===== config.mk =====
export PLATFORM = sky130hd
export DESIGN_NAME = cfm_endpoint
export DESIGN_NICKNAME = d
export VERILOG_FILES = /design/src/rtl/cfm_pkg.sv /design/src/rtl/cfm_regmem.sv /design/src/rtl/cfm_endpoint.sv
export SDC_FILE = /design/constraint.sdc
export NUM_CORES = 1
export LEC_CHECK = 0
export ABC_AREA = 1
export BUFFER_PORTS_ARGS = -buffer_cell sky130_fd_sc_hd__buf_2
export CAP_MARGIN = 20
export CORE_MARGIN = 2
export CORE_UTILIZATION = 61
export DETAILED_ROUTE_END_ITERATION = 8
export PLACE_DENSITY = 0.81
export SLEW_MARGIN = 25
export SYNTH_ARGS = -nofsm -noshare
export SYNTH_HDL_FRONTEND = slang
export SYNTH_HIERARCHICAL = 1
export SYNTH_SLANG_ARGS = --single-unit

===== constraint.sdc =====
create_clock -name clock -period 7.3 [get_ports clock]
set_input_delay 0.365 -clock clock [delete_from_list [all_inputs] [get_ports clock]]
set_output_delay 0.365 -clock clock [all_outputs]
set_load 0.1 [all_outputs]

===== src/rtl/cfm_pkg.sv =====
// Constants and types shared by the configuration message endpoint
package cfm_pkg;

  // Control token values on the interconnect
  localparam logic [7:0]  TOK_WRITE    = 8'hc0; // Write request header
  localparam logic [7:0]  TOK_READ     = 8'hc1; // Read request header
  localparam logic [7:0]  TOK_END      = 8'h01; // Closes every message
  localparam logic [7:0]  TOK_ACK      = 8'h03; // Success reply
  localparam logic [7:0]  TOK_NAK      = 8'h04; // Failure reply

  // Return identifier low byte that asks for no reply to a write
  localparam logic [7:0]  NO_REPLY_TAG = 8'hff;

  // Processor status resource identifier layout
  localparam logic [7:0]  PS_TAG       = 8'h0b; // Low byte of the id
  localparam int          PS_SHIFT     = 8;     // Register number position

  // Last byte index of each multi-byte field (counter runs 0..last)
  localparam logic [1:0]  RID_LAST     = 2'h2;  // 24-bit return id
  localparam logic [1:0]  REG_LAST     = 2'h1;  // 16-bit register number
  localparam logic [1:0]  DATA_LAST    = 2'h3;  // 32-bit data word

  // Register bank shape and reset contents
  localparam int          REG_AW       = 4;
  localparam int          REG_DW       = 32;
  localparam logic [15:0] REG_NUM      = 16'h0010;
  localparam logic [31:0] REG_RST      = 32'h0000_0000;

  // Message engine states
  typedef enum logic [3:0] {
    ST_IDLE, ST_PS, ST_RID, ST_REG, ST_DATA, ST_END, ST_DROP,
    ST_FIN, ST_ACK, ST_RDATA, ST_CLOSE
  } cfm_state_e;

  // Builds a processor status resource id from a register number
  function automatic logic [15:0] cfm_ps_id(input logic [7:0] regn);
    cfm_ps_id = ({8'h00, regn} << PS_SHIFT) | {8'h00, PS_TAG};
  endfunction : cfm_ps_id

endpackage : cfm_pkg


===== src/rtl/cfm_regmem.sv =====
// Configuration register bank with registered read data
`timescale 1ns/10ps
module cfm_regmem
(
  // Clock and reset
  input  wire logic                       clock,
  input  wire logic                       arst_n,
  // Single port access
  input  wire logic                       we,
  input  wire logic [cfm_pkg::REG_AW-1:0] addr,
  input  wire logic [cfm_pkg::REG_DW-1:0] wdata,
  output logic      [cfm_pkg::REG_DW-1:0] rdata
);
  import cfm_pkg::*;

  localparam int NW = 1 << REG_AW; // Word count

  logic [REG_DW-1:0] mem_r [NW]; // Storage words

  // One flop row per word; reset keeps the bank defined at start-up
  for (genvar i = 0; i < NW; i++)
  begin : g_word
    always_ff @(posedge clock or negedge arst_n)
    begin
      if (!arst_n)
        mem_r[i] <= REG_RST;
      else if (we && addr == REG_AW'(i))
        mem_r[i] <= wdata;
    end
  end

  // Read data lags the address by one edge
  always_ff @(posedge clock or negedge arst_n)
  begin
    if (!arst_n)
      rdata <= REG_RST;
    else
      rdata <= mem_r[addr];
  end

endmodule : cfm_regmem


===== src/rtl/cfm_endpoint.sv =====
// Token message endpoint for configuration register access
// How it works
// - Return id low byte ones: no write reply
// - Multi-byte fields travel most significant first
// - Status id is register shl 8 or 0x0B
// - Write reply: 3,1 on success; 4,1 failure
// - Read reply: 3, data word, 1; else 4,1
// - Peripheral read reply holds access-width bytes
`timescale 1ns/10ps
module cfm_endpoint
(
  // Clock and reset
  input  wire logic        clock,
  input  wire logic        arst_n,
  // Incoming token stream
  input  wire logic        rx_valid,
  input  wire logic        rx_ctrl,
  input  wire logic [7:0]  rx_data,
  output logic             rx_ready,
  // Outgoing reply stream
  output logic             tx_valid,
  output logic             tx_ctrl,
  output logic [7:0]       tx_data,
  input  wire logic        tx_ready,
  output logic [23:0]      tx_dest,
  // Access width of read replies
  input  wire logic        narrow_access,
  // Processor status port
  input  wire logic        ps_valid,
  input  wire logic        ps_write,
  input  wire logic [15:0] ps_res_id,
  input  wire logic [31:0] ps_wdata,
  output logic             ps_ready,
  output logic             ps_done,
  output logic             ps_ok,
  output logic [31:0]      ps_rdata
);
  import cfm_pkg::*;

  // Whole engine state in one record
  typedef struct packed {
    cfm_state_e  st;       // Engine state
    logic [1:0]  cnt;      // Byte index within a field
    logic        is_wr;    // Message is a write
    logic        bad;      // Message seen malformed
    logic        ok;       // Reply is a success
    logic        narrow;   // One-byte read reply
    logic [23:0] rid;      // Return identifier
    logic [15:0] regn;     // Register number
    logic [31:0] wdata;    // Write data word
    logic [31:0] rdata;    // Read data being sent
    logic        ps_ok;    // Status access accepted
    logic        ps_done;  // Status access finished
    logic [31:0] ps_rdata; // Status read data
  } cfm_core_s;

  cfm_core_s         core_r;   // Registered state
  cfm_core_s         core_nxt; // Next state
  logic              rx_fire;  // Token taken
  logic              tx_fire;  // Token sent
  logic              mem_we;   // Bank write strobe
  logic [REG_AW-1:0] mem_addr; // Bank address
  logic [31:0]       mem_wdata;// Bank write data
  logic [31:0]       mem_rdata;// Bank read data
  logic [1:0]        last;     // Last index of current field
  logic              reg_ok;   // Register number is implemented

  cfm_regmem u_mem
  (
    .clock (clock),
    .arst_n(arst_n),
    .we    (mem_we),
    .addr  (mem_addr),
    .wdata (mem_wdata),
    .rdata (mem_rdata)
  );

  // Handshakes and stream outputs decoded from the state
  always_comb
  begin
    ps_ready = core_r.st == ST_IDLE;
    // Status port wins in idle so the bank has one user per cycle
    rx_ready = (core_r.st == ST_IDLE && !ps_valid) ||
               core_r.st == ST_RID  || core_r.st == ST_REG  ||
               core_r.st == ST_DATA || core_r.st == ST_END  ||
               core_r.st == ST_DROP;
    tx_valid = core_r.st == ST_ACK || core_r.st == ST_RDATA ||
               core_r.st == ST_CLOSE;
    tx_ctrl  = core_r.st != ST_RDATA;
    if (core_r.st == ST_ACK)
      tx_data = core_r.ok ? TOK_ACK : TOK_NAK;
    else if (core_r.st == ST_RDATA)
      tx_data = core_r.rdata[31:24];
    else
      tx_data = TOK_END;
    rx_fire  = rx_valid && rx_ready;
    tx_fire  = tx_valid && tx_ready;
    tx_dest  = core_r.rid;
    ps_done  = core_r.ps_done;
    ps_ok    = core_r.ps_ok;
    ps_rdata = core_r.ps_rdata;
  end

  // Field length for the byte collecting states
  always_comb
  begin
    if (core_r.st == ST_RID)
      last = RID_LAST;
    else if (core_r.st == ST_REG)
      last = REG_LAST;
    else
      last = DATA_LAST;
    reg_ok = core_r.regn < REG_NUM;
  end

  // Next-state logic of the message engine
  always_comb
  begin
    core_nxt         = core_r;
    core_nxt.ps_done = 1'b0;
    mem_we           = 1'b0;
    mem_addr         = core_r.regn[REG_AW-1:0];
    mem_wdata        = core_r.wdata;
    case (core_r.st)
      ST_IDLE:
      begin
        if (ps_valid)
        begin
          core_nxt.ps_ok = ps_res_id[7:0] == PS_TAG &&
                           {8'h00, ps_res_id[15:8]} < REG_NUM;
          mem_addr  = ps_res_id[PS_SHIFT +: REG_AW];
          mem_we    = ps_write && core_nxt.ps_ok;
          mem_wdata = ps_wdata;
          core_nxt.st = ST_PS;
        end
        else if (rx_fire)
        begin
          core_nxt.bad    = 1'b0;
          core_nxt.cnt    = 2'h0;
          core_nxt.narrow = narrow_access;
          if (rx_ctrl && rx_data == TOK_WRITE)
          begin
            core_nxt.is_wr = 1'b1;
            core_nxt.st    = ST_RID;
          end
          else if (rx_ctrl && rx_data == TOK_READ)
          begin
            core_nxt.is_wr = 1'b0;
            core_nxt.st    = ST_RID;
          end
          // A lone closing token is harmless
          else if (!(rx_ctrl && rx_data == TOK_END))
            core_nxt.st = ST_DROP;
        end
      end
      ST_PS:
      begin
        // Bank data for the status address arrives now
        core_nxt.ps_done  = 1'b1;
        core_nxt.ps_rdata = mem_rdata;
        core_nxt.st       = ST_IDLE;
      end
      ST_RID, ST_REG, ST_DATA:
      begin
        if (rx_fire && rx_ctrl)
        begin
          core_nxt.bad = 1'b1;
          // Without a full return id there is nowhere to answer
          if (core_r.st == ST_RID)
            core_nxt.st = rx_data == TOK_END ? ST_IDLE : ST_DROP;
          else
            core_nxt.st = rx_data == TOK_END ? ST_FIN : ST_END;
        end
        else if (rx_fire)
        begin
          if (core_r.st == ST_RID)
            core_nxt.rid = {core_r.rid[15:0], rx_data};
          else if (core_r.st == ST_REG)
            core_nxt.regn = {core_r.regn[7:0], rx_data};
          else
            core_nxt.wdata = {core_r.wdata[23:0], rx_data};
          core_nxt.cnt = core_r.cnt + 2'h1;
          if (core_r.cnt == last)
          begin
            core_nxt.cnt = 2'h0;
            if (core_r.st == ST_RID)
              core_nxt.st = ST_REG;
            else if (core_r.st == ST_REG && core_r.is_wr)
              core_nxt.st = ST_DATA;
            else
              core_nxt.st = ST_END;
          end
        end
      end
      ST_END:
      begin
        // extra bytes or tokens spoil it
        if (rx_fire && rx_ctrl && rx_data == TOK_END)
          core_nxt.st = ST_FIN;
        else if (rx_fire)
          core_nxt.bad = 1'b1;
      end
      ST_DROP:
      begin
        // Discard up to the closing token, no reply possible
        if (rx_fire && rx_ctrl && rx_data == TOK_END)
          core_nxt.st = ST_IDLE;
      end
      ST_FIN:
      begin
        core_nxt.ok = !core_r.bad && reg_ok;
        // narrow reply keeps the low byte
        core_nxt.rdata = core_r.narrow ? {mem_rdata[7:0], 24'h000000}
                                       : mem_rdata;
        if (core_r.is_wr)
        begin
          mem_we = core_nxt.ok;
          core_nxt.st = core_r.rid[7:0] == NO_REPLY_TAG ? ST_IDLE
                                                        : ST_ACK;
        end
        else
          core_nxt.st = ST_ACK;
      end
      ST_ACK:
      begin
        // data follows only a good read
        if (tx_fire)
        begin
          core_nxt.cnt = 2'h0;
          core_nxt.st  = (!core_r.is_wr && core_r.ok) ? ST_RDATA
                                                      : ST_CLOSE;
        end
      end
      ST_RDATA:
      begin
        if (tx_fire)
        begin
          core_nxt.rdata = {core_r.rdata[23:0], 8'h00};
          core_nxt.cnt   = core_r.cnt + 2'h1;
          if (core_r.narrow || core_r.cnt == DATA_LAST)
            core_nxt.st = ST_CLOSE;
        end
      end
      ST_CLOSE:
      begin
        if (tx_fire)
          core_nxt.st = ST_IDLE;
      end
      default:
        core_nxt.st = ST_IDLE;
    endcase
  end

  // State register
  always_ff @(posedge clock or negedge arst_n)
  begin
    if (!arst_n)
      core_r <= '{st: ST_IDLE, default: '0};
    else
      core_r <= core_nxt;
  end
endmodule : cfm_endpoint


==> run summary, run 1 <==
Synth area leaders: dfrtp_1, nand2_1, o21ai_0
layout cells sized above 1: 8.13%
later-pin clock latency in the skew report: 0.62 ns
Post-Syn Area per Cell: 7.63 um2
post-CTS setup buffers: 0
Final Util: 66.8%
# IOs: 134
GR Util All Layers: 32.1%
Hold Path Origin: rx_data[1]
Finish-stage setup viols: 0
Worst-path clk slew: 0.07 ns
f_max: 204 MHz
Critical Path Source Type: flop
Top FF cell, synth: dfrtp_1
WHS Path Cells: 3
TritonRoute pass-1 iters: 9
flop-to-flop setup slack: 2.40 ns
Initial Utilization: 61.6%
syn nets: 4295
top-area cell type share of the netlist area: 53.6%
Netlist cell types: 37
area leader, netlist: dfrtp_1
Max Cap Viol: 0
core box area: 52400 um2
average wire per standard cell: 17.7 um
initial antenna violation count: 0
RSZ-0062 raised after global routing: no
Worst Hold Path EP: core_r[99]$_DFFE_PN0P_
clock buffer depth: 3
Final Cycle Share: 67.1%
critical path class: flop to flop
FILL cells: 4236
Synth Register Bits: 692
Synth Instances: 4229
YS warnings: 6
Die Width: 234 um
EDFF count, synth: 0
DRC violations left: 0
worst-case vdd ir drop: 0.429 mV
Critical Path RT: 7.75 ns
DP Wirelength: 51400 um
Clock Skews: 0.0266 ns
TritonCTS buffer count: 71
Leakage: 18.4 nW
Clock Tree Root: clkbuf_16
actual slew at the worst max-slew pin: 1.10 ns
hold crit path type: primary input to flop
via count: 27373
buffers added on ports: 133
initial drt markers: 3327
Post-Syn Area: 32300 um2
Seq/Total Area, Yosys: 53.6%
Fin Setup TNS: 0 ns
vias in the first global route: 25894
outcome: completed
r2r endpoint: u_mem/mem_r[247]$_DFFE_PN0P_
crit-path max FO: 75
RePlAce Congestion: 0.876
area grow syn2layout: 8.52%
Final min period: 4.90 ns
clock sink count: 692
die height: 234 um
Overflow after GRT: 0
async set-or-reset flop fraction in the synthesized netlist: 100%
diode count: 0
crit path DAT: 5.35 ns
WL final: 86500 um
Final Max Slew Viols: 0
CTS tree: done
power per cell area: 350 nW/um2
Routed Antenna Nets: 0
Rows: 84
RR Startpoint: core_r[146]$_DFFE_PN0P_
CTS HTree Levels: 3
largest net degree at the start of global routing: 178
commonest non-fill, non-tap cells in the layout: nand2_1, dfrtp_1, o21ai_0
Nets: 4214
depth of the most critical reg-to-reg path: 13
Die ar.: 54800 um2
most common cell after layout, fill and taps aside: nand2_1
headroom to the max-slew limit: 26.6%
vias per std cell: 5.60
first-pass GRT wire length: 138000 um
Worst Setup End Kind: flop
endpoints failing hold: 0
==> routing by layer <==
layer,GRT usage [%],routed length (um),vias up
li1,-,-,12933
met1,44.6,35700,12978
met2,49.3,39000,1259
met3,6.52,8220,203
met4,14.0,3500,0
met5,0,0,-
==> synth_stat cells, drive strengths merged (2+ instances only) <==
master and number:
o21a 6, a22oi 2, ha 2, o21ai 404, nand2 1906, dfrtp 692, a21oi 269, nand4 9
nor4 3, buf 160, nor2 305, clkbuf 165, clkinv 3, o22ai 18, nand3 38, o211ai 9
inv 224, nor3 9
==> flip-flops by register name (all words and copies together), names as in the netlist <==
signal / flops
core_r: 90
ps_done: 1
ps_ok: 1
ps_rdata: 32
tx_dest: 24
u_mem/mem_r: 512
u_mem/rdata: 32
==> area by class of cell <==
type / instances / area, um2 / area share, %
sequential: 692 / 17300 / 49.4
multi-input combinational: 2985 / 12600 / 36.0
clock buffer: 102 / 2100 / 5.99
timing repair buffer: 171 / 1080 / 3.09
inverter: 227 / 862 / 2.46
tap: 688 / 861 / 2.46
clock inverter: 19 / 196 / 0.561
==> worst max-delay path, cell delays in order (launching register included) <==
cell and delay (ns):
dfrtp_1 0.45, inv_1 0.08, nand2_2 0.11, nor2_4 0.06
nand2_1 0.32, inv_2 0.07, buf_4 0.34, o21ai_4 0.25
buf_4 0.61, buf_4 0.90, nor3_2 0.23, nand2_2 0.60
buf_4 0.47, o21ai_0 0.15
==> power by group <==
group | internal (mW) | switching, mW
clock network | 2.10 | 1.50
logic | 0.668 | 3.59
registers | 4.17 | 0.234
total | 6.94 | 5.33
==> worst max-delay path by stage <==
stage,start,end,slack (ns),cells after the start
2_1_floorplan,core_r[146]$_DFFE_PN0P_,tx_data[1],4.03,7
3_3_place_gp,core_r[144]$_DFFE_PN0P_,u_mem/mem_r[453]$_DFFE_PN0P_,2.63,12
3_5_place_dp,core_r[145]$_DFFE_PN0P_,u_mem/mem_r[464]$_DFFE_PN0P_,2.47,13
4_1_cts,core_r[146]$_DFFE_PN0P_,u_mem/mem_r[425]$_DFFE_PN0P_,2.39,13
5_1_grt,core_r[145]$_DFFE_PN0P_,u_mem/mem_r[114]$_DFFE_PN0P_,2.14,14
6_report,core_r[146]$_DFFE_PN0P_,u_mem/mem_r[247]$_DFFE_PN0P_,2.40,13
==> cells by family after synthesis <==
logic type      synth area share (%)
simple gates                    27.2
compound gates                  11.5
fa+ha+maj                     0.0775
buf+inv                         7.61
flops                           53.6
mux                           0.0349
==> metrics by stage <==
step                cell area, um2  hold slack [ns]  worst slack (ns)  total power [mW]  cells
floorplan                    32300           0.0694              4.03              7.42   4229
global placement             32600            0.449              2.63              8.54   4755
detailed placement           32600            0.453              2.47              8.57   4755
CTS                          34900          0.00368              2.39              12.2   4880
global route                 35000           0.0439              2.14              12.8   4884
finish                       35000           0.0304              2.40              12.3   4884
==> timing repair <==
action / in CTS / in global routing
endpoints found under the setup margin: 0 / 0
hold buffers: 4 / 0
endpoints found under the hold margin: 93 / 0
gates resized for setup: 0 / 0
No activity file was read; power rests on OpenSTA's default activity.
==> run 2: changes to the inputs <==
clock period = 4.99 ns   (was 7.3 ns; I/O delays follow)
==> run 2 against run 1 <==
  * Critical path depth unchanged
  * Global-route usage up 0.47 points
  * First-iteration DRC count down 9.5%
  * Wire length up 0.82%
  * Flip-flop and latch count unchanged
  * Clock power up 54%
  * Design area up 1.2%
  * Critical path type unchanged
  * Non-clock buffer count up 20
  * Largest power group unchanged
  * Cell count up 0.66%
  * Sequential share of layout area down 0.57 points
  * Register-to-register slack worse by 1.6 ns
  * Combinational power up 44%
==> run summary, run 2 (synthesis gave the netlist of run 1 again) <==
CTS tree: done (unchanged)
PnR worst setup slack: 0.822 ns (was 2.40 ns)
crit-path max FO: 65 (was 75)
f_max: 240 MHz (was 204 MHz)
vias in the first global route: 25724 (was 25894)
WHS Path Cells: 4 (was 3)
Rows: 84 (unchanged)
critical path class: flop to flop (unchanged)
DP Wirelength: 50400 um (was 51400 um)
TritonRoute pass-1 iters: 8 (was 9)
Clock Tree Root: clkbuf_16 (unchanged)
vias per std cell: 5.59 (was 5.60)
endpoints failing hold: 0 (unchanged)
Final min period: 4.17 ns (was 4.90 ns)
TritonCTS buffer count: 72 (was 71)
Routed Antenna Nets: 0 (unchanged)
Min Hold Slack: 0.0482 ns (was 0.0304 ns)
fin area: 35400 um2 (was 35000 um2)
CTS HTree Levels: 3 (unchanged)
WL final: 87200 um (was 86500 um)
Final Max Slew Viols: 0 (unchanged)
largest net degree at the start of global routing: 160 (was 178)
register area: 17300 um2 (unchanged)
Clock Skews: 0.0243 ns (was 0.0266 ns)
headroom to the max-slew limit: 28.3% (was 26.6%)
Critical Path RT: 5.53 ns (was 7.75 ns)
Die Width: 234 um (unchanged)
Worst-path clk slew: 0.06 ns (was 0.07 ns)
most common cell after layout, fill and taps aside: nand2_1 (unchanged)
outcome: completed (unchanged)
Final Cycle Share: 83.5% (was 67.1%)
initial drt markers: 3011 (was 3327)
flop-to-flop setup slack: 0.82 ns (was 2.40 ns)
Die ar.: 54800 um2 (unchanged)
hold crit path type: primary input to flop (unchanged)
DP Area: 32800 um2 (was 32600 um2)
dpl ws: 0.959 ns (was 2.47 ns)
r2r endpoint: u_mem/mem_r[465]$_DFFE_PN0P_ (was u_mem/mem_r[247]$_DFFE_PN0P_)
crit path DAT: 4.71 ns (was 5.35 ns)
commonest non-fill, non-tap cells in the layout: nand2_1, dfrtp_1, o21ai_0 (unchanged)
average wire per standard cell: 17.7 um (about the same)
Finish-stage setup viols: 0 (unchanged)
Leakage: 18.6 nW (was 18.4 nW)
clock sink count: 692 (unchanged)
layout cells sized above 1: 8.54% (was 8.13%)
Worst Setup End Kind: flop (unchanged)
Nets: 4235 (was 4214)
area grow syn2layout: 9.79% (was 8.52%)
GR Util All Layers: 32.6% (was 32.1%)
Hold Path Origin: tx_ready (was rx_data[1])
# IOs: 134 (unchanged)
later-pin clock latency in the skew report: 0.63 ns (was 0.62 ns)
worst-case vdd ir drop: 0.725 mV (was 0.429 mV)
area of the multi-input gates: 12600 um2 (about the same)
Critical Path Source Type: flop (unchanged)
depth of the most critical reg-to-reg path: 13 (unchanged)
biggest regs: u_mem/mem_r (512), core_r (90) (unchanged)
via count: 27471 (was 27373)
DRC violations left: 0 (unchanged)
RePlAce Congestion: 0.921 (was 0.876)
first-pass GRT wire length: 139000 um (was 138000 um)
die height: 234 um (unchanged)
buffers added on ports: 133 (unchanged)
Reg with most FFs: u_mem/mem_r (unchanged)
number of flip-flops in the largest register: 512 (unchanged)
Max Cap Viol: 0 (unchanged)
initial antenna violation count: 0 (unchanged)
CTS resizes: 0 (unchanged)
FILL cells: 4167 (was 4236)
clock buffer depth: 3 (unchanged)
Initial Utilization: 61.6% (unchanged)
core box area: 52400 um2 (unchanged)
RR Startpoint: core_r[144]$_DFFE_PN0P_ (was core_r[146]$_DFFE_PN0P_)
Worst Hold Path EP: core_r[147]$_DFFE_PN0P_ (was core_r[99]$_DFFE_PN0P_)
actual slew at the worst max-slew pin: 1.08 ns (was 1.10 ns)
Fin Setup TNS: 0 ns (unchanged)
RSZ-0062 raised after global routing: no (unchanged)
power per cell area: 513 nW/um2 (was 350 nW/um2)
Overflow after GRT: 0 (unchanged)
## run 2: per-layer routing
layer	part of all wire [%]	track usage [%]	vias up
met5	0	0	-
met4	3.8	12.5	0
met3	8.3	5.57	212
met2	46	52.0	1234
met1	42	45.0	13017
li1	-	-	13008
## run 2: worst max-delay path by stage
stage / from / end / slack, ns
floorplan: core_r[146]$_DFFE_PN0P_ / tx_data[1] / 1.83
global placement: core_r[146]$_DFFE_PN0P_ / u_mem/mem_r[262]$_DFFE_PN0P_ / 1.02
detailed placement: core_r[145]$_DFFE_PN0P_ / u_mem/mem_r[468]$_DFFE_PN0P_ / 0.96
CTS: core_r[144]$_DFFE_PN0P_ / u_mem/mem_r[465]$_DFFE_PN0P_ / 0.86
global route: core_r[144]$_DFFE_PN0P_ / u_mem/mem_r[238]$_DFFE_PN0P_ / 0.50
finish: core_r[144]$_DFFE_PN0P_ / u_mem/mem_r[465]$_DFFE_PN0P_ / 0.82
## run 2: layout make-up
| class | instances | share of cell area (%) |
|---|---|---|
| Clock buffer | 109 | 6.16 |
| Timing Repair Buffer | 191 | 3.73 |
| Clock inverter | 21 | 0.815 |
| Sequential cell | 692 | 48.9 |
| Antenna cell | 3 | 0.0212 |
| Multi-Input combinational cell | 2985 | 35.6 |
| Tap cell | 688 | 2.43 |
| Inverter | 227 | 2.43 |
## run 2: power by group
group          switching [mW]  internal (mW)  total (mW)  leakage [nW]
clock                    2.26           3.30        5.55          1.22
sequential              0.361           6.11        6.47          9.41
combinational            5.20          0.943        6.15          7.93
## run 2: through the flow
stage | instances | power, mW | util (%)
2_1_floorplan | 4229 | 10.9 | -
3_3_place_gp | 4770 | 12.5 | 62.6
3_5_place_dp | 4770 | 12.5 | 62.6
4_1_cts | 4912 | 18.1 | 67.5
5_1_grt | 4913 | 18.9 | 67.6
6_report | 4916 | 18.2 | 67.6
## run 2: timing repair
| action | 4_1_cts | 5_1_grt |
|---|---|---|
| setup buffers | 0 | 0 |
| hold endpoints to repair | 108 | 0 |
| hold buffers | 12 | 0 |
## run 2: worst max-delay path, cell delays in order, from the launching register on
cell and delay [ns]:
dfrtp_1 0.41, inv_1 0.13, nand2_4 0.09, nor2_4 0.14, nand2_1 0.25, inv_2 0.53
nand2_1 0.20, o21ai_4 0.15, buf_4 0.65, nand3_1 0.51, nor2_4 0.22, buf_4 0.50
nor2_1 0.11, a21oi_1 0.17
